`config.mk`:
```
export PLATFORM = sky130hd
export DESIGN_NAME = bstap_tap
export DESIGN_NICKNAME = d
export VERILOG_FILES = /design/src/rtl/bstap_pkg.sv /design/src/rtl/bstap_sync.sv /design/src/rtl/bstap_tap.sv
export VERILOG_INCLUDE_DIRS = /design/src /design/src/rtl
export SDC_FILE = /design/constraint.sdc
export NUM_CORES = 1
export LEC_CHECK = 0
export ABC_AREA = 1
export ABC_CLOCK_PERIOD_IN_PS = 3100
export BUFFER_PORTS_ARGS = -buffer_cell sky130_fd_sc_hd__clkbuf_2
export CORE_MARGIN = 2
export CORE_UTILIZATION = 55
export CTS_BUF_LIST = sky130_fd_sc_hd__clkbuf_16
export DETAILED_ROUTE_END_ITERATION = 6
export MAX_ROUTING_LAYER = met4
export PLACE_DENSITY = 0.89
export SLEW_MARGIN = 15
export SYNTH_ARGS = -nofsm -noshare
export SYNTH_HDL_FRONTEND = slang
export SYNTH_SLANG_ARGS = --single-unit
```
`constraint.sdc`:
```
create_clock -name mclk_i -period 3.1 [get_ports mclk_i]
set_input_delay 0.465 -clock mclk_i [delete_from_list [all_inputs] [get_ports mclk_i]]
set_output_delay 0.465 -clock mclk_i [all_outputs]
set_load 0.05 [all_outputs]
```
`src/rtl/bstap_params.svh`:
```
`ifndef BSTAP_PARAMS_SVH
`define BSTAP_PARAMS_SVH

// instruction width and codes
`define BSTAP_IR_W 3
`define BSTAP_OP_EXTEST 3'h0
`define BSTAP_OP_IDCODE 3'h1
`define BSTAP_OP_SAMPLE 3'h2
`define BSTAP_OP_CLAMP 3'h3
`define BSTAP_OP_HIGHZ 3'h4
`define BSTAP_OP_BYPASS 3'h7
// fixed value loaded in capture-ir, low two bits 01
`define BSTAP_IR_CAPTURE 3'h1
// data register lengths
`define BSTAP_BSR_LEN 126
`define BSTAP_ID_LEN 32
// identification code field widths
`define BSTAP_ID_MFR_W 11
`define BSTAP_ID_DEV_W 16
`define BSTAP_ID_VER_W 4

`endif

```
`src/rtl/bstap_pkg.sv`:
```
package bstap_pkg;

    // sixteen controller states
    typedef enum logic [3:0] {
        ST_RESET, ST_IDLE,
        ST_SEL_DR, ST_CAP_DR, ST_SH_DR, ST_EX1_DR, ST_PAU_DR, ST_EX2_DR, ST_UPD_DR,
        ST_SEL_IR, ST_CAP_IR, ST_SH_IR, ST_EX1_IR, ST_PAU_IR, ST_EX2_IR, ST_UPD_IR
    } bstap_state_t;

    // which data register sits on the scan path
    typedef enum logic [1:0] {
        SEL_BYPASS, SEL_BOUNDARY, SEL_IDENT
    } bstap_sel_t;

endpackage : bstap_pkg

```
`src/rtl/bstap_sync.sv`:
```
`timescale 1ns/1ps
// two-stage synchroniser for one level from outside the clock domain
module bstap_sync #(
    parameter logic RESET_VAL = 1'b0
) (
    // clock and reset
    input wire logic mclk_i,
    input wire logic rst_b_i,
    // level in and out
    input wire logic async_i,
    output logic sync_o
);
    logic meta;

    // first stage feeds only the second
    always_ff @(posedge mclk_i or negedge rst_b_i) begin
        if (!rst_b_i) begin
            meta <= RESET_VAL;
            sync_o <= RESET_VAL;
        end else begin
            meta <= async_i;
            sync_o <= meta;
        end
    end
endmodule : bstap_sync

```
`src/rtl/bstap_tap.sv`:
```
`timescale 1ns/1ps
`include "bstap_params.svh"

// Behaviour
// controller samples mode select and changes state only at rising test clock
// after reset: test-logic-reset state, idcode current, system logic normal
// select-dr: low enters capture-dr, high enters select-ir; registers hold
// capture-dr loads selected register if allowed; low shift-dr, high exit1-dr
// shift-dr: selected register between data in and out, one stage per edge
// shift-dr: high goes to exit1-dr, low keeps shifting
// exit1-dr: high update-dr, low pause-dr; pause holds until high to exit2-dr
// exit2-dr: high goes to update-dr, low returns to shift-dr
// update-dr falling edge copies shift stages into parallel output latches
// from either update state: low to run-test-idle, high to select-dr
// select-ir: low enters capture-ir, high returns to test-logic-reset
// capture-ir loads a fixed constant; high exit1-ir, low shift-ir
// captured instruction constant ends in binary 01
// shift-ir: instruction stages shift between data in and out; others hold
// exit1-ir or exit2-ir high to update-ir; low pause-ir or shift-ir
// pause-ir: stay while low, high goes to exit2-ir
// update-ir falling edge latches instruction, which becomes current
// instruction register: three-bit shift section plus latched parallel output
// decode 010 sample, 111 bypass, 000 extest, 011 clamp, 100 highz, 001 idcode
// sample/preload captures pins and preloads boundary register serially
// extest drives output pins from boundary latches, captures inputs
// bypass puts a single-stage register on the scan path
// idcode loads at capture-dr and shifts out; reset state forces idcode
// id code: bit0 one, 11-bit maker, 16-bit device, 4-bit version
// highz floats all digital outputs, bypass on scan path
// clamp drives outputs from boundary latches, bypass on scan path
// boundary register has shift path and latched outputs, 126 stages
// identification register 32 bits, shift and latched output
// test reset low forces test-logic-reset and idcode asynchronously; here it is synchronised to mclk_i first
module bstap_tap
    import bstap_pkg::*;
#(
    parameter int BSR_LEN = `BSTAP_BSR_LEN,
    parameter logic [`BSTAP_ID_VER_W-1:0] ID_VERSION = 4'h1, // arbitrary value
    parameter logic [`BSTAP_ID_DEV_W-1:0] ID_DEVICE = 16'hA5C3, // arbitrary value
    parameter logic [`BSTAP_ID_MFR_W-1:0] ID_MAKER = 11'h2B6 // arbitrary value
) (
    // system clock and reset
    input wire logic mclk_i,
    input wire logic rst_b_i,
    // test access pins; inputs asynchronous to mclk_i, serial out and its enable registered on mclk_i
    input wire logic test_reset_n_i,
    input wire logic test_clock_in_i,
    input wire logic test_mode_select_i,
    input wire logic test_serial_in_i,
    output logic test_serial_out_o,
    output logic test_serial_out_oe_o,
    // boundary cells: pin sample in, core value in, pin value and enable out
    input wire logic [BSR_LEN-1:0] pin_sample_i,
    input wire logic [BSR_LEN-1:0] core_out_i,
    input wire logic core_oe_i,
    output logic [BSR_LEN-1:0] pin_out_o,
    output logic pin_oe_o,
    // status
    output logic [`BSTAP_IR_W-1:0] instr_o,
    output logic in_reset_state_o
);
    // refuse a boundary register too short for the shift slice below
    if (BSR_LEN < 2) begin : g_bad_len
        $error("BSR_LEN must be at least 2");
    end

    // synchronised pins
    logic trst_n_s;
    logic tck_s;
    logic tms_s;
    logic tdi_s;
    logic tck_d;
    logic rise;
    logic fall;

    bstap_sync #(.RESET_VAL(1'b0)) u_sync_trst (
        .mclk_i(mclk_i), .rst_b_i(rst_b_i),
        .async_i(test_reset_n_i), .sync_o(trst_n_s)
    );
    bstap_sync #(.RESET_VAL(1'b0)) u_sync_tck (
        .mclk_i(mclk_i), .rst_b_i(rst_b_i),
        .async_i(test_clock_in_i), .sync_o(tck_s)
    );
    bstap_sync #(.RESET_VAL(1'b1)) u_sync_tms (
        .mclk_i(mclk_i), .rst_b_i(rst_b_i),
        .async_i(test_mode_select_i), .sync_o(tms_s)
    );
    bstap_sync #(.RESET_VAL(1'b1)) u_sync_tdi (
        .mclk_i(mclk_i), .rst_b_i(rst_b_i),
        .async_i(test_serial_in_i), .sync_o(tdi_s)
    );

    // pin levels are independent samples, so a bit caught mid-change is still a valid level
    logic [BSR_LEN-1:0] pin_meta;
    logic [BSR_LEN-1:0] pin_sync;
    always_ff @(posedge mclk_i or negedge rst_b_i) begin
        if (!rst_b_i) begin
            pin_meta <= '0;
            pin_sync <= '0;
        end else begin
            pin_meta <= pin_sample_i;
            pin_sync <= pin_meta;
        end
    end

    // edge detect on the synchronised test clock
    always_ff @(posedge mclk_i or negedge rst_b_i) begin
        if (!rst_b_i) begin
            tck_d <= 1'b0;
        end else begin
            tck_d <= tck_s;
        end
    end
    assign rise = tck_s & ~tck_d;
    assign fall = ~tck_s & tck_d;

    // test reset is sampled, so its effect lags the pin by the sync delay
    logic trst_act;
    assign trst_act = ~trst_n_s;

    bstap_state_t state;
    bstap_state_t next_state;

    // next-state table
    always_comb begin
        next_state = state;
        unique case (state)
            ST_RESET: next_state = tms_s ? ST_RESET : ST_IDLE;
            ST_IDLE: next_state = tms_s ? ST_SEL_DR : ST_IDLE;
            ST_SEL_DR: next_state = tms_s ? ST_SEL_IR : ST_CAP_DR;
            ST_CAP_DR: next_state = tms_s ? ST_EX1_DR : ST_SH_DR;
            ST_SH_DR: next_state = tms_s ? ST_EX1_DR : ST_SH_DR;
            ST_EX1_DR: next_state = tms_s ? ST_UPD_DR : ST_PAU_DR;
            ST_PAU_DR: next_state = tms_s ? ST_EX2_DR : ST_PAU_DR;
            ST_EX2_DR: next_state = tms_s ? ST_UPD_DR : ST_SH_DR;
            ST_UPD_DR: next_state = tms_s ? ST_SEL_DR : ST_IDLE;
            ST_SEL_IR: next_state = tms_s ? ST_RESET : ST_CAP_IR;
            ST_CAP_IR: next_state = tms_s ? ST_EX1_IR : ST_SH_IR;
            ST_SH_IR: next_state = tms_s ? ST_EX1_IR : ST_SH_IR;
            ST_EX1_IR: next_state = tms_s ? ST_UPD_IR : ST_PAU_IR;
            ST_PAU_IR: next_state = tms_s ? ST_EX2_IR : ST_PAU_IR;
            ST_EX2_IR: next_state = tms_s ? ST_UPD_IR : ST_SH_IR;
            ST_UPD_IR: next_state = tms_s ? ST_SEL_DR : ST_IDLE;
        endcase
    end

    // state register moves on a test clock rising edge, or to test-logic-reset whenever test reset is active
    always_ff @(posedge mclk_i or negedge rst_b_i) begin
        if (!rst_b_i) begin
            state <= ST_RESET;
        end else if (trst_act) begin
            state <= ST_RESET;
        end else if (rise) begin
            state <= next_state;
        end
    end

    // instruction register: shift section and latched output
    logic [`BSTAP_IR_W-1:0] ir_shift;
    logic [`BSTAP_IR_W-1:0] ir_cur;

    always_ff @(posedge mclk_i or negedge rst_b_i) begin
        if (!rst_b_i) begin
            ir_shift <= `BSTAP_IR_CAPTURE;
        end else if (rise && state == ST_CAP_IR) begin
            ir_shift <= `BSTAP_IR_CAPTURE;
        end else if (rise && state == ST_SH_IR) begin
            ir_shift <= {tdi_s, ir_shift[`BSTAP_IR_W-1:1]};
        end
    end

    // latched on the falling edge once update-ir is reached
    always_ff @(posedge mclk_i or negedge rst_b_i) begin
        if (!rst_b_i) begin
            ir_cur <= `BSTAP_OP_IDCODE;
        end else if (trst_act || state == ST_RESET) begin
            ir_cur <= `BSTAP_OP_IDCODE;
        end else if (fall && state == ST_UPD_IR) begin
            ir_cur <= ir_shift;
        end
    end

    // instruction decode; unknown codes fall back to bypass
    bstap_sel_t sel;
    logic drive_bsr;
    logic float_out;
    always_comb begin
        sel = SEL_BYPASS;
        drive_bsr = 1'b0;
        float_out = 1'b0;
        unique case (ir_cur)
            `BSTAP_OP_SAMPLE: sel = SEL_BOUNDARY;
            `BSTAP_OP_EXTEST: begin
                sel = SEL_BOUNDARY;
                drive_bsr = 1'b1;
            end
            `BSTAP_OP_CLAMP: drive_bsr = 1'b1;
            `BSTAP_OP_HIGHZ: float_out = 1'b1;
            `BSTAP_OP_IDCODE: sel = SEL_IDENT;
            default: sel = SEL_BYPASS;
        endcase
    end

    // identification value, bit0 fixed at one
    localparam logic [`BSTAP_ID_LEN-1:0] ID_CODE =
        {ID_VERSION, ID_DEVICE, ID_MAKER, 1'b1};

    // data registers
    logic bypass_bit;
    logic [`BSTAP_ID_LEN-1:0] id_shift;
    logic [`BSTAP_ID_LEN-1:0] id_latch;
    logic [BSR_LEN-1:0] bsr_shift;
    logic [BSR_LEN-1:0] bsr_latch;
    logic cap_dr;
    logic sh_dr;
    assign cap_dr = rise && state == ST_CAP_DR;
    assign sh_dr = rise && state == ST_SH_DR;

    // bypass stage captures zero as usual
    always_ff @(posedge mclk_i or negedge rst_b_i) begin
        if (!rst_b_i) begin
            bypass_bit <= 1'b0;
        end else if (sel == SEL_BYPASS && cap_dr) begin
            bypass_bit <= 1'b0;
        end else if (sel == SEL_BYPASS && sh_dr) begin
            bypass_bit <= tdi_s;
        end
    end

    // identification register
    always_ff @(posedge mclk_i or negedge rst_b_i) begin
        if (!rst_b_i) begin
            id_shift <= '0;
        end else if (sel == SEL_IDENT && cap_dr) begin
            id_shift <= ID_CODE;
        end else if (sel == SEL_IDENT && sh_dr) begin
            id_shift <= {tdi_s, id_shift[`BSTAP_ID_LEN-1:1]};
        end
    end

    // boundary register shift path; unselected registers hold
    always_ff @(posedge mclk_i or negedge rst_b_i) begin
        if (!rst_b_i) begin
            bsr_shift <= '0;
        end else if (sel == SEL_BOUNDARY && cap_dr) begin
            bsr_shift <= pin_sync;
        end else if (sel == SEL_BOUNDARY && sh_dr) begin
            bsr_shift <= {tdi_s, bsr_shift[BSR_LEN-1:1]};
        end
    end

    // parallel latches update at the falling edge in update-dr only
    always_ff @(posedge mclk_i or negedge rst_b_i) begin
        if (!rst_b_i) begin
            bsr_latch <= '0;
            id_latch <= '0;
        end else if (fall && state == ST_UPD_DR) begin
            if (sel == SEL_BOUNDARY) begin
                bsr_latch <= bsr_shift;
            end
            if (sel == SEL_IDENT) begin
                id_latch <= id_shift;
            end
        end
    end

    // serial out changes on the falling edge, the usual tap convention
    always_ff @(posedge mclk_i or negedge rst_b_i) begin
        if (!rst_b_i) begin
            test_serial_out_o <= 1'b0;
            test_serial_out_oe_o <= 1'b0;
        end else if (fall) begin
            test_serial_out_oe_o <= (state == ST_SH_DR) || (state == ST_SH_IR);
            if (state == ST_SH_IR) begin
                test_serial_out_o <= ir_shift[0];
            end else begin
                unique case (sel)
                    SEL_BOUNDARY: test_serial_out_o <= bsr_shift[0];
                    SEL_IDENT: test_serial_out_o <= id_shift[0];
                    default: test_serial_out_o <= bypass_bit;
                endcase
            end
        end
    end

    // pin muxing: normal path unless a test instruction owns the pins
    always_ff @(posedge mclk_i or negedge rst_b_i) begin
        if (!rst_b_i) begin
            pin_out_o <= '0;
            pin_oe_o <= 1'b0;
        end else begin
            pin_out_o <= drive_bsr ? bsr_latch : core_out_i;
            pin_oe_o <= float_out ? 1'b0 : (drive_bsr ? 1'b1 : core_oe_i);
        end
    end

    // status outputs
    always_ff @(posedge mclk_i or negedge rst_b_i) begin
        if (!rst_b_i) begin
            instr_o <= `BSTAP_OP_IDCODE;
            in_reset_state_o <= 1'b1;
        end else begin
            instr_o <= ir_cur;
            in_reset_state_o <= (state == ST_RESET);
        end
    end

    a_ir_capture_const: assert property (
        @(posedge mclk_i) disable iff (!rst_b_i)
        (rise && state == ST_CAP_IR && !trst_act) |=> ir_shift[1:0] == 2'h1
    ) else $error("capture-ir did not load 01");

    a_sel_ir_exit: assert property (
        @(posedge mclk_i) disable iff (!rst_b_i)
        (rise && state == ST_SEL_IR && tms_s) |=> state == ST_RESET
    ) else $error("select-ir with high mode did not reset");

    a_state_hold: assert property (
        @(posedge mclk_i) disable iff (!rst_b_i)
        (!rise && !trst_act) |=> $stable(state)
    ) else $error("state changed without test clock rise");

    a_reset_idcode: assert property (
        @(posedge mclk_i) disable iff (!rst_b_i)
        state == ST_RESET |=> ir_cur == `BSTAP_OP_IDCODE
    ) else $error("reset state did not force idcode");

    a_trst_force: assert property (
        @(posedge mclk_i) disable iff (!rst_b_i)
        trst_act |=> state == ST_RESET ##1 ir_cur == `BSTAP_OP_IDCODE
    ) else $error("test reset did not force reset state");

    a_id_capture: assert property (
        @(posedge mclk_i) disable iff (!rst_b_i)
        (cap_dr && sel == SEL_IDENT) |=> id_shift[0] == 1'b1
    ) else $error("id capture missing fixed one");

    a_highz_float: assert property (
        @(posedge mclk_i) disable iff (!rst_b_i)
        (ir_cur == `BSTAP_OP_HIGHZ) [*2] |=> !pin_oe_o
    ) else $error("highz did not float outputs");

    a_clamp_stable: assert property (
        @(posedge mclk_i) disable iff (!rst_b_i)
        (ir_cur == `BSTAP_OP_CLAMP && $past(ir_cur) == `BSTAP_OP_CLAMP)
            |=> pin_out_o == $past(bsr_latch)
    ) else $error("clamp outputs not from boundary latches");

    a_latch_quiet: assert property (
        @(posedge mclk_i) disable iff (!rst_b_i)
        !(fall && state == ST_UPD_DR) |=> $stable(bsr_latch)
    ) else $error("boundary latch moved outside update-dr");

    a_ir_update: assert property (
        @(posedge mclk_i) disable iff (!rst_b_i)
        (fall && state == ST_UPD_IR && !trst_act) |=> ir_cur == $past(ir_shift)
    ) else $error("update-ir did not latch instruction");

    a_id_latch_load: assert property (
        @(posedge mclk_i) disable iff (!rst_b_i)
        (fall && state == ST_UPD_DR && sel == SEL_IDENT) |=> id_latch == $past(id_shift)
    ) else $error("id latch did not take shift stages");

endmodule : bstap_tap

```
After elaboration in Yosys (flattened, before gate mapping)
Index checks and enable logic that the tools add are counted.
Operators by class
  add/subtract/negate cells: 0
  multipliers: 0
  divide/modulo/power cells: 0
  magnitude comparators: 0
  equal/unequal tests: 22
  shift operators: 0
  muxes and demuxes: 33
  bitwise gates (word level): 5
  reduce and logical (&&, ||, !) cells: 28
Operators with widths (count)
  126-bit 2-to-1 mux: 3
  32-bit 2-to-1 mux: 2
  4-bit case mux with 12 select lines: 1
  4-bit == test, second input constant: 8
  4-bit 2-to-1 mux: 6
  3-bit 2-to-1 mux: 6
  4-bit by 3-bit == test with 1-bit output, second input constant: 4
  1-bit logical AND: 12
  1-bit 2-to-1 mux: 10
  2-bit nonzero test: 5
  4-bit by 2-bit == test with 1-bit output, second input constant: 2
  2-bit OR reduction: 4
  3-bit by 2-bit == test with 1-bit output, second input constant: 2
  2-bit 2-to-1 mux: 3
  4-bit by 1-bit == test with 1-bit output, second input constant: 1
  4-bit logical NOT: 1
  2-bit case mux with 2 select lines: 1
  3-bit by 1-bit == test with 1-bit output, second input constant: 1
  3-bit == test, second input constant: 1
  3-bit logical NOT: 1
  1-bit NOT: 3
  3-bit OR reduction: 1
  1-bit AND: 2
  2-bit by 1-bit == test with 1-bit output, second input constant: 1
  other kinds (6): 7
Word-level totals
  register bits: 689
  latch bits: 0
  RAM bits: 0
  ROM bits: 0
  bits of input ports: 259
  output and inout bits: 133
  memories: 0

Logic depth before layout (Yosys ltp)
Gate-level depths: netlist of run 1.
  depth in word-level cells: 7
  depth in mapped cells: 12
  depth with buffers taken out: 10

Hierarchy
A second synthesis of run 1 with hierarchy kept.
Unflattened totals
  cell total of the unflattened synthesis: 2430
  area total of the unflattened synthesis: 24717.5 um2
By module, submodules not included
  bstap_tap: instances 1, cells an instance 2422, area each 24512.3 um2, sequential area each 17046.3 um2
  bstap_sync at u_sync_tdi ...: instances 2, cells an instance 2, area each 52.6 um2, sequential area each 52.6 um2
  bstap_sync at u_sync_tck ...: instances 2, cells an instance 2, area each 50.0 um2, sequential area each 50.0 um2

Worst setup path before layout of run 1
Ideal clock, no wire load.
  kind: reg-to-reg
  from: reg state[1]
  to: reg bsr_shift[119]
  setup time: 0.117 ns
  arrival: 1.498 ns
  required time: 2.983 ns
  slack: 1.485 ns
  cell stages (with the launch flop): 12
  buffers on the path: 3
  period minus slack after synthesis: 1.615 ns
  cells stage by stage: dfrtp_1 -> buf_4 -> nor2_2 -> nand2_2 -> nor2_2 -> nand2_1 -> nand2_4 -> inv_4 -> buf_6 -> buf_6 -> nand2_1 -> nand2_1
On the way
  cells in the longest elaborated chain, start to end: 4
  elaborated cells between the ends (all ways): 8
  those cells by class: eq/ne: 2; mux: 1; reduce/logical: 5
Ends and longest elaborated chain
  start: declaration: line bstap_tap.sv:121  | bstap_state_t state;
  start signal: assignment: line bstap_tap.sv:154  | state <= next_state;
  4-bit by 2-bit == test with 1-bit output or 4-bit by 3-bit == test with 1-bit output (tied branches): line bstap_tap.sv:216, bstap_tap.sv:217
  1-bit logical AND, on equally long branches: line bstap_tap.sv:216, bstap_tap.sv:217
  1-bit logical AND, on equally long branches: line bstap_tap.sv:245, bstap_tap.sv:247
  126-bit 2-to-1 mux or 2-bit nonzero test (tied branches)
  end signal: assignment: line bstap_tap.sv:246  | bsr_shift <= pin_sync;
  end signal: assignment: line bstap_tap.sv:248  | bsr_shift <= {tdi_s, bsr_shift[BSR_LEN-1:1]};
  end: declaration: line bstap_tap.sv:212  | logic [BSR_LEN-1:0] bsr_shift;
Several ways; a longest one is shown, not always the timed one.
A chain may end at the register's enable or synchronous reset.

Worst setup path after layout of run 1
  from: reg ir_cur[0]
  to: reg bsr_shift[90]
On the way
  cells in the longest elaborated chain, start to end: 6
  elaborated cells between the ends (all ways): 10
  those cells by class: eq/ne: 3; mux: 2; reduce/logical: 5
Ends and longest elaborated chain
  start: declaration: line bstap_tap.sv:160  | logic [`BSTAP_IR_W-1:0] ir_cur;
  start signal: assignment: line bstap_tap.sv:175  | ir_cur <= `BSTAP_OP_IDCODE;
  start signal: assignment: line bstap_tap.sv:177  | ir_cur <= `BSTAP_OP_IDCODE;
  start signal: assignment: line bstap_tap.sv:179  | ir_cur <= ir_shift;
  3-bit by 2-bit == test with 1-bit output or 3-bit logical NOT (tied branches): line bstap_tap.sv:191  | unique case (ir_cur)
  2-bit OR reduction (no line)
  2-bit case mux with 2 select lines (*): line bstap_tap.sv:191
  2-bit by 1-bit == test with 1-bit output (*): line bstap_tap.sv:245, bstap_tap.sv:247
  1-bit logical AND, on equally long branches: line bstap_tap.sv:245, bstap_tap.sv:247
  126-bit 2-to-1 mux or 2-bit nonzero test (tied branches)
Mark *: on every way between the ends. The rest lies on a longest branch, timed or not.

==> results of run 1 <==
[logic make-up (layout without fill, tap and decap cells)]
kind of cell / after synthesis / in the layout / synth area share
flops: 689 / 689 / 0.698
other cells: 0 / 10 / 0
compound gates: 177 / 177 / 0.0363
simple gates: 1295 / 1295 / 0.220
buf+inv: 267 / 819 / 0.0455
[final cells by class]
type / count / share of cell area
well taps: 592 / 0.0241
flip-flops and latches: 689 / 0.562
diodes: 10 / 0.000815
inverters: 149 / 0.0184
repair buffers: 547 / 0.119
multi-input cells: 1472 / 0.207
clock inverters: 52 / 0.0114
clock buffers: 71 / 0.0579
[state kept, by name, indices dropped and copies added, names as in the netlist, 3 cells and up]
signal,flops
pin_sync,126
bsr_latch,126
pin_out_o,126
ir_cur,3
id_shift,32
ir_shift,3
pin_meta,126
instr_o,3
state,4
bsr_shift,126
[placed cells by master, fill, tap and decap left out, types with 5 or more instances in the layout]
cell type and instances:
nand2_1 981, dfrtp_1 681, clkbuf_2 390, inv_1 163
nand3_1 138, dlygate4sd3_1 131, o21ai_0 128, or2_2 98
clkbuf_16 71, o21ai_1 40, nor2_1 30, or2_0 24
clkinv_1 15, buf_12 14, buf_4 11, diode_2 10
dfstp_2 8, clkinv_2 7, nor2_2 5
[worst paths after layout]
kind | from | end | slack [ps]
max reg2reg | ir_cur[0] | bsr_shift[90] | 670
min | core_out_i[118] | pin_out_o[118] | 50
min in group asynchronous | rst_b_i | bsr_shift[112] | 350
max in group asynchronous | rst_b_i | pin_out_o[84] | 1780
max | ir_cur[0] | bsr_shift[90] | 670
min reg2reg | pin_meta[17] | pin_sync[17] | 350
[critical path: stages (launching register included)]
cell and delay, ps:
dfstp_2 570, nor2_2 90, nand4_1 230, nand2_4 110, inv_4 610, buf_4 460, nand2_1 120, nand2_1 100
[per-stage QoR]
| step | hold slack [ps] | utilization | std cells | total power, W | cell area [um^2] |
|---|---|---|---|---|---|
| after floorplan | 169 | - | 2428 | 0.00986 | 24700 |
| after global placement | 333 | 0.614 | 3318 | 0.0104 | 27200 |
| after detailed placement | 335 | 0.614 | 3318 | 0.0104 | 27200 |
| after CTS | 25.2 | 0.692 | 3572 | 0.0184 | 30700 |
| after global routing | 41.3 | 0.692 | 3579 | 0.0189 | 30700 |
| final | 52.9 | 0.693 | 3582 | 0.0184 | 30700 |
[report_power, final]
part	leakage (nW)	internal [W]	switching, W
registers	8.71	0.00925	0.0000903
clock network	1.12	0.00449	0.00348
logic	6.22	0.000336	0.000706
total	16.0	0.0141	0.00427
[routing by layer]
metal / GRT usage / routed length [um] / vias to the layer above
met4: 0.120 / 2690 / 0
met1: 0.359 / 24900 / 9243
met2: 0.496 / 33400 / 889
li1: - / - / 8477
met3: 0.0622 / 4840 / 215
met5: - / 0 / -
[synth_stat cells (8+ instances only)]
cell,n
nand3_1,138
buf_2,33
o21ai_1,40
nand2_1,982
or2_0,24
dfstp_2,8
clkbuf_1,64
nor2_1,30
o21ai_0,128
or2_2,98
inv_1,143
dfrtp_1,681
[timing repair]
| item | 4_1_cts | 5_1_grt |
|---|---|---|
| hold endpoints to repair | 161 | 0 |
| hold buffers | 131 | 0 |
| resized for setup | 0 | 0 |
==> run_results.csv, run 1 <==
group,metric,value,unit
synthesis,syn_nets,2687,
route,via_per_inst,5.26,
placement,gp_congestion,0.882,
route,drc,0,
worst_setup_path,crit_type,"flop to flop",
route,wl,65900,um
synthesis,synthCells,2428,
synthesis,synth_edf_count,0,
sta,setup_viol,0,
route,routedWlPerCell,18.4,um
cts,tritoncts,"built",
floorplanning,start_util,0.558,
synthesis,async_reset_ff_frac,1.00,
synthesis,syn_avg_cell_area,10.2,um^2
synthesis,yosys-top-cells-area,"dfrtp_1 69%, nand2_1 15%, nand3_1 2.8%",
worst_setup_path,critPathLaunchType,"flop",
worst_setup_path,cp-end-kind,"flop",
hold_path,min_path_type,"input pin to flop",
finish,nets,3186,
route,final_antenna_net_count,0,
worst_setup_path,critPathArrivalTime,2950,ps
power,p_per_area,598,nW/um^2
cts,cts-buffers-inserted,68,
synthesis,ys_warn_count,0,
synthesis,synth_top_area_frac,0.690,
placement,pre_cts_ws,719,ps
sta,finalCriticalPeriod,2430,ps
placement,dp.final_hpwl,37200,um
synthesis,syn-cell-area,24700,um^2
finish,syn2layout_area_growth,24.2,%
hold_path,whs_path_depth,3,
cts,clkSinkCount,689,
grt,grt_pass1_wl,105000,um
route,first_pass_iters,6,
cts,cts_root_buf,"clkbuf_16",
synthesis,synthFlopType,"dfrtp_1",
floorplanning,core-area,44300,um^2
grt,antenna_found_initial,7,
synthesis,yosysSeqAreaShare,0.698,
cts,clk_path_buf_depth,3,
cts,htree_levels,3,
sta,final_max_slew_viol_count,0,
sta,worst_pin_slew,903,ps
floorplanning,num_rows,77,
floorplanning,io_pins,392,
cts,path_clk_slew,60,ps
sta,setup_slack,672,ps
floorplanning,die_x,216,um
worst_setup_path,path_max_fanout,77,
route,num_vias,18824,
finish,post_route_cells_drive_above_1_share,0.212,
finish,fillers,2900,
power,ir_worst_vdd,0.000644,V
route,drt_iter0_drc,1738,
cts,insertion_delay,610,ps
status,status,"complete, no violations",
sta,max_freq,412,MHz
synthesis,ys_seq_elements,689,
floorplanning,die_area,46600,um^2
floorplanning,fp.dieH,216,um
worst_setup_path,required,3620,ps
worst_setup_path,r2r_cells,7,
sta,skew,25.2,ps
sta,rsz0062_at_grt,"false",
grt,grt_pass1_vias,19764,
grt,grt_max_degree,127,
job,cap_violations,0,
grt,grt_util_all_layers,0.298,
finish,regArea,17300,um^2
placement,portBuffers,391,
sta,hold_viol,0,
cts,post_cts_buffers,0,
sta,finalCritPeriodShare,0.783,
synthesis,yosysUniqueCellTypes,32,
power,leakage,16.0,nW
sta,fin_setup_tns,0,ps
finish,multi_input_area,6340,um^2
synthesis,synth_top_area_cell,"dfrtp_1",
grt,grt_overflow,0,
sta,slew_headroom,0.398,
Power figures use the tool's default switching activity.
==> run 2, diff against run 1 <==
ABC_AREA = 0   (was 1)
ABC_CLOCK_PERIOD_IN_PS = 2500   (was 3100)
clock period = 2.5 ns   (was 3.1 ns; I/O delays follow)
==> run_results.csv, run 2 <==
group,metric,value,unit
sta,max_freq,439,MHz
worst_setup_path,max_stage_delay,740,ps
worst_setup_path,path_cells,"and3b_1, o211ai_4, buf_12, nand2_1, o21ai_1",
grt,antenna_found_initial,2,
route,wl,57400,um
placement,dp.final_hpwl,32700,um
worst_setup_path,r2r_start,"state[2]",
synthesis,syn-cell-area,24100,um^2
cts,cts-buffers-inserted,68,
worst_setup_path,path_max_fanout,132,
sta,worst_hold_slack,10.3,ps
synthesis,synthCells,1606,
synthesis,ys_warn_count,0,
floorplanning,num_rows,76,
job,cap_violations,0,
worst_setup_path,r2r_end,"bsr_shift[42]",
cts,cts_root_buf,"clkbuf_16",
finish,final_util,0.713,
grt,grt_pass1_vias,16540,
synthesis,synth_top_family_by_area,"multiplexers",
floorplanning,io_pins,392,
cts,htree_levels,3,
worst_setup_path,r2r_cells,5,
hold_path,min_path_type,"input pin to flop",
worst_setup_path,slowest_stage,"dfrtp_1",
cts,clkSinkCount,689,
synthesis,synthFlopType,"dfrtp_1",
finish,nets,2453,
sta,rsz0062_at_grt,"false",
route,num_vias,14973,
synthesis,synthSimpleGateAreaFrac,0.0436,
synthesis,async_reset_ff_frac,1.00,
power,ir_worst_vdd,0.00100,V
synthesis,synth_top_area_frac,0.709,
cts,post_cts_buffers,0,
hold_path,min-delay-start,"core_out_i[49]",
synthesis,synth.most_common_cell,"dfrtp_1",
synthesis,synth_common_cells,"681 x dfrtp_1, 212 x mux2_2, 183 x nand2_1, 156 x o21ai_1, 130 x mux2i_1",
synthesis,syn_nets,1865,
grt,grt_util_all_layers,0.266,
sta,worst_pin_slew,765,ps
synthesis,yosysSeqAreaShare,0.717,
route,routedWlPerCell,20.3,um
synthesis,syn_avg_cell_area,15.0,um^2
worst_setup_path,required,2980,ps
floorplanning,core-area,43100,um^2
worst_setup_path,cp-end-kind,"flop",
synthesis,synth_edf_count,0,
sta,finalCriticalPeriod,2280,ps
hold_path,whs_path_depth,2,
worst_setup_path,critPathArrivalTime,2760,ps
synthesis,synth_top_area_cell,"dfrtp_1",
sta,setup_viol,0,
cts,insertion_delay,600,ps
synthesis,synth_mux_area_frac,0.172,
synthesis,ys_seq_elements,689,
cts,path_clk_slew,70,ps
floorplanning,die_area,45400,um^2
grt,grt_overflow,0,
route,drc,11,
status,status,"complete, but fails checks",
sta,hold_viol,0,
floorplanning,start_util,0.558,
floorplanning,die_x,213,um
power,p_per_area,744,nW/um^2
finish,layout_commonest_cell,"dfrtp_1",
cts,clk_path_buf_depth,3,
cts,tritoncts,"built",
finish,post_route_cells_drive_above_1_share,0.334,
route,via_per_inst,5.28,
worst_setup_path,critPathLaunchType,"flop",
sta,slew_headroom,0.489,
worst_setup_path,crit_buf_inv,1,
worst_setup_path,crit_type,"flop to flop",
finish,syn2layout_area_growth,27.7,%
worst_setup_path,rrSetupSlack,220,ps
status,violations,"DRC",
worst_setup_path,crit_family,"flip-flops",
synthesis,synth_fa_ha_area_frac,0,
route,drt_iter0_drc,999,
synthesis,yosysUniqueCellTypes,44,
route,final_antenna_net_count,0,
placement,portBuffers,391,
sta,skew,21.6,ps
synthesis,synth-compound-area-share,0.0423,
sta,fin_setup_tns,0,ps
placement,gp_congestion,0.856,
finish,final_cell_mix,"681 x dfrtp_1, 390 x clkbuf_2, 212 x mux2_2",
floorplanning,fp.dieH,213,um
grt,grt_pass1_wl,89400,um
power,leakage,14.1,nW
synthesis,yosys.area_share.xor_xnor,0.000728,
hold_path,hold_end,"pin_out_o[49]",
grt,grt_max_degree,133,
route,first_pass_iters,7,
sta,final_max_slew_viol_count,0,
sta,finalCritPeriodShare,0.912,
synthesis,yosys-top-cells-area,"dfrtp_1 71%, mux2_2 9.9%, mux2i_1 5.4%",
[run 2: per-stage QoR]
stage / worst slack (ps) / instances / area, um^2 / power [W]
6_report: 220 / 2836 / 30700 / 0.0228
5_1_grt: 99.8 / 2834 / 30700 / 0.0236
4_1_cts: 198 / 2829 / 30700 / 0.0228
3_5_place_dp: 233 / 2526 / 26700 / 0.0130
3_3_place_gp: 348 / 2526 / 26700 / 0.0129
2_1_floorplan: 684 / 1606 / 24100 / 0.0123
[run 2: power breakdown]
group	total [W]	switching (W)	internal, W	leakage [nW]
Combinational	0.00142	0.000876	0.000540	4.35
Clock	0.00982	0.00438	0.00544	1.08
Sequential	0.0116	0.000128	0.0115	8.71
[run 2: timing repair]
item,4_1_cts,5_1_grt
hold buffers,180,3
setup endpoints to repair,0,1
hold endpoints to repair,231,3
gates resized for setup,0,1
[run 2: logic make-up (layout without fill, tap and decap cells)]
logic type / after synthesis / count (layout)
AOI/OAI and AO/OA: 192 / 192
xor gates and xnor gates: 2 / 2
DFF: 689 / 689
other: 0 / 4
and+or+nand+nor: 247 / 247
muxes: 382 / 382
buffers and inverters: 94 / 735
[run 2: worst max path at each step]
stage,from,to,slack (ps),cells after the start
final,state[2],bsr_shift[42],220,5
after global routing,state[2],bsr_shift[42],100,5
after CTS,state[1],bsr_shift[103],200,6
after detailed placement,state[1],bsr_shift[122],230,6
after global placement,state[1],bsr_shift[94],350,6
after floorplan,ir_cur[0],pin_out_o[100],680,6
[run 2: layout make-up]
| class | count | area, um^2 |
|---|---|---|
| sequential | 689 | 17300 |
| fill | 2541 | 12400 |
| multi-input combinational | 823 | 6260 |
| timing repair buffer | 607 | 4310 |
| clock buffer | 68 | 1700 |
| tap | 585 | 732 |
| clock inverter | 55 | 432 |
| inverter | 5 | 18.8 |
| antenna | 4 | 10.0 |
[run 2: routing by layer]
metal	vias to the layer above	track usage	share of wire
met5	-	-	0
met4	0	0.130	0.046
met3	181	0.0478	0.045
met1	7629	0.306	0.37
li1	6660	-	-
met2	503	0.452	0.54
==> run 3, diff against run 2 <==
CORE_ASPECT_RATIO = 1.1   (was not set)
SETUP_SLACK_MARGIN = 0.15   (was not set)
==> run_results.csv, run 3 (synthesis results as in run 2) <==
group,metric,value,unit
status,status,"complete, no violations",
route,wl,55400,um
worst_setup_path,slowest_stage,"dfrtp_1",
worst_setup_path,crit_type,"flop to flop",
power,p_per_area,757,nW/um^2
hold_path,min-delay-start,"core_out_i[115]",
worst_setup_path,cp-end-kind,"flop",
worst_setup_path,rrSetupSlack,280,ps
finish,final_cell_area,30700,um^2
sta,setup_slack,281,ps
finish,fillers,2637,
sta,slew_headroom,0.552,
worst_setup_path,crit_buf_inv,2,
floorplanning,io_pins,392,
floorplanning,start_util,0.556,
sta,hold_viol,0,
floorplanning,die_area,45400,um^2
placement,placed_area,26700,um^2
worst_setup_path,r2r_start,"state[0]",
worst_setup_path,max_stage_delay,560,ps
floorplanning,fp.dieH,223,um
grt,grt_pass1_wl,87900,um
grt,grt_pass1_vias,16345,
sta,skew,13.0,ps
cts,clk_path_buf_depth,3,
power,ir_worst_vdd,0.000672,V
finish,post_route_cells_drive_above_1_share,0.337,
route,num_vias,14858,
route,drt_iter0_drc,702,
placement,portBuffers,391,
grt,grt_overflow,0,
worst_setup_path,path_max_fanout,36,
sta,final_max_slew_viol_count,0,
worst_setup_path,required,2920,ps
finish,layout_commonest_cell,"dfrtp_1",
power,leakage,14.1,nW
job,cap_violations,0,
cts,insertion_delay,580,ps
floorplanning,die_x,203,um
cts,tritoncts,"built",
placement,dp.final_hpwl,31700,um
sta,finalCritPeriodShare,0.888,
finish,regArea,17300,um^2
sta,rsz0062_at_grt,"false",
route,first_pass_iters,4,
floorplanning,num_rows,80,
worst_setup_path,crit_family,"flip-flops",
cts,path_clk_slew,70,ps
hold_path,min_path_type,"input pin to flop",
worst_setup_path,path_cells,"nand2_1, nor4_2, buf_4, buf_12, mux2i_1, o21ai_1",
worst_setup_path,critPathArrivalTime,2640,ps
route,drc,0,
sta,worst_pin_slew,671,ps
finish,syn2layout_area_growth,27.6,%
sta,fin_setup_tns,0,ps
sta,max_freq,451,MHz
cts,cts-buffers-inserted,68,
sta,setup_viol,0,
placement,pre_cts_ws,339,ps
finish,final_cell_mix,"680 x dfrtp_1, 390 x clkbuf_2, 212 x mux2_2",
worst_setup_path,critPathLaunchType,"flop",
route,final_antenna_net_count,0,
grt,antenna_found_initial,5,
route,via_per_inst,5.27,
finish,multi_input_area,6250,um^2
grt,grt_max_degree,101,
cts,htree_levels,3,
sta,finalCriticalPeriod,2220,ps
floorplanning,core-area,43200,um^2
placement,gp_congestion,0.839,
power,p_total,0.0232,W
finish,nets,2453,
worst_setup_path,cp-startpoint,"state[0]",
grt,grt_util_all_layers,0.259,
route,routedWlPerCell,19.6,um
cts,cts_root_buf,"clkbuf_16",
cts,clkSinkCount,689,
==> run 3: cell type report <==
class | instances | area share
clock inverters | 47 | 0.0143
repair buffers | 607 | 0.137
well taps | 574 | 0.0234
flip-flops and latches | 689 | 0.562
inverters | 5 | 0.000612
diodes | 5 | 0.000408
clock buffers | 71 | 0.0579
multi-input cells | 823 | 0.204
==> run 3: timing repair <==
item	CTS	global route
setup endpoints to repair	0	2
gates resized for setup	0	1
setup buffers	0	0
endpoints found under the hold margin	212	1
hold buffers	176	1
==> run 3: worst paths after layout <==
path	endpoint	cells after the start
worst min register to register	pin_sync[119]	0
min in group asynchronous	pin_meta[99]	2
worst max register to register	bsr_shift[107]	6
worst min-delay path	pin_out_o[115]	2
max in group asynchronous	bsr_shift[71]	3
worst max-delay path	bsr_shift[107]	6
==> run 3: where the power goes <==
part	internal [W]	switching, W	total (W)
Sequential	0.0115	0.000123	0.0116
Combinational	0.000528	0.000867	0.00139
Clock	0.00597	0.00425	0.0102
==> run 3: worst reg2reg max path, cell delays in order (launching register included) <==
cell and delay (ps):
dfrtp_1 560, nand2_1 210, nor4_2 330, buf_4 240, buf_12 260, mux2i_1 310, o21ai_1 150
==> run 3: layer usage <==
| layer | vias to the layer above | share of wire | wire, um | GRT usage |
|---|---|---|---|---|
| li1 | 6647 | - | - | - |
| met1 | 7549 | 0.37 | 20600 | 0.286 |
| met2 | 488 | 0.54 | 29700 | 0.452 |
| met3 | 174 | 0.043 | 2390 | 0.0408 |
| met4 | 0 | 0.048 | 2670 | 0.133 |
| met5 | - | 0 | 0 | - |
==> run 3: per-stage QoR <==
step / util / hold slack [ps] / instances
global route: 0.710 / 1.52 / 2821
detailed placement: 0.617 / 335 / 2521
floorplan: - / 79.4 / 1606
finish: 0.710 / 24.0 / 2821
CTS: 0.709 / 0.131 / 2815
global placement: 0.617 / 331 / 2521
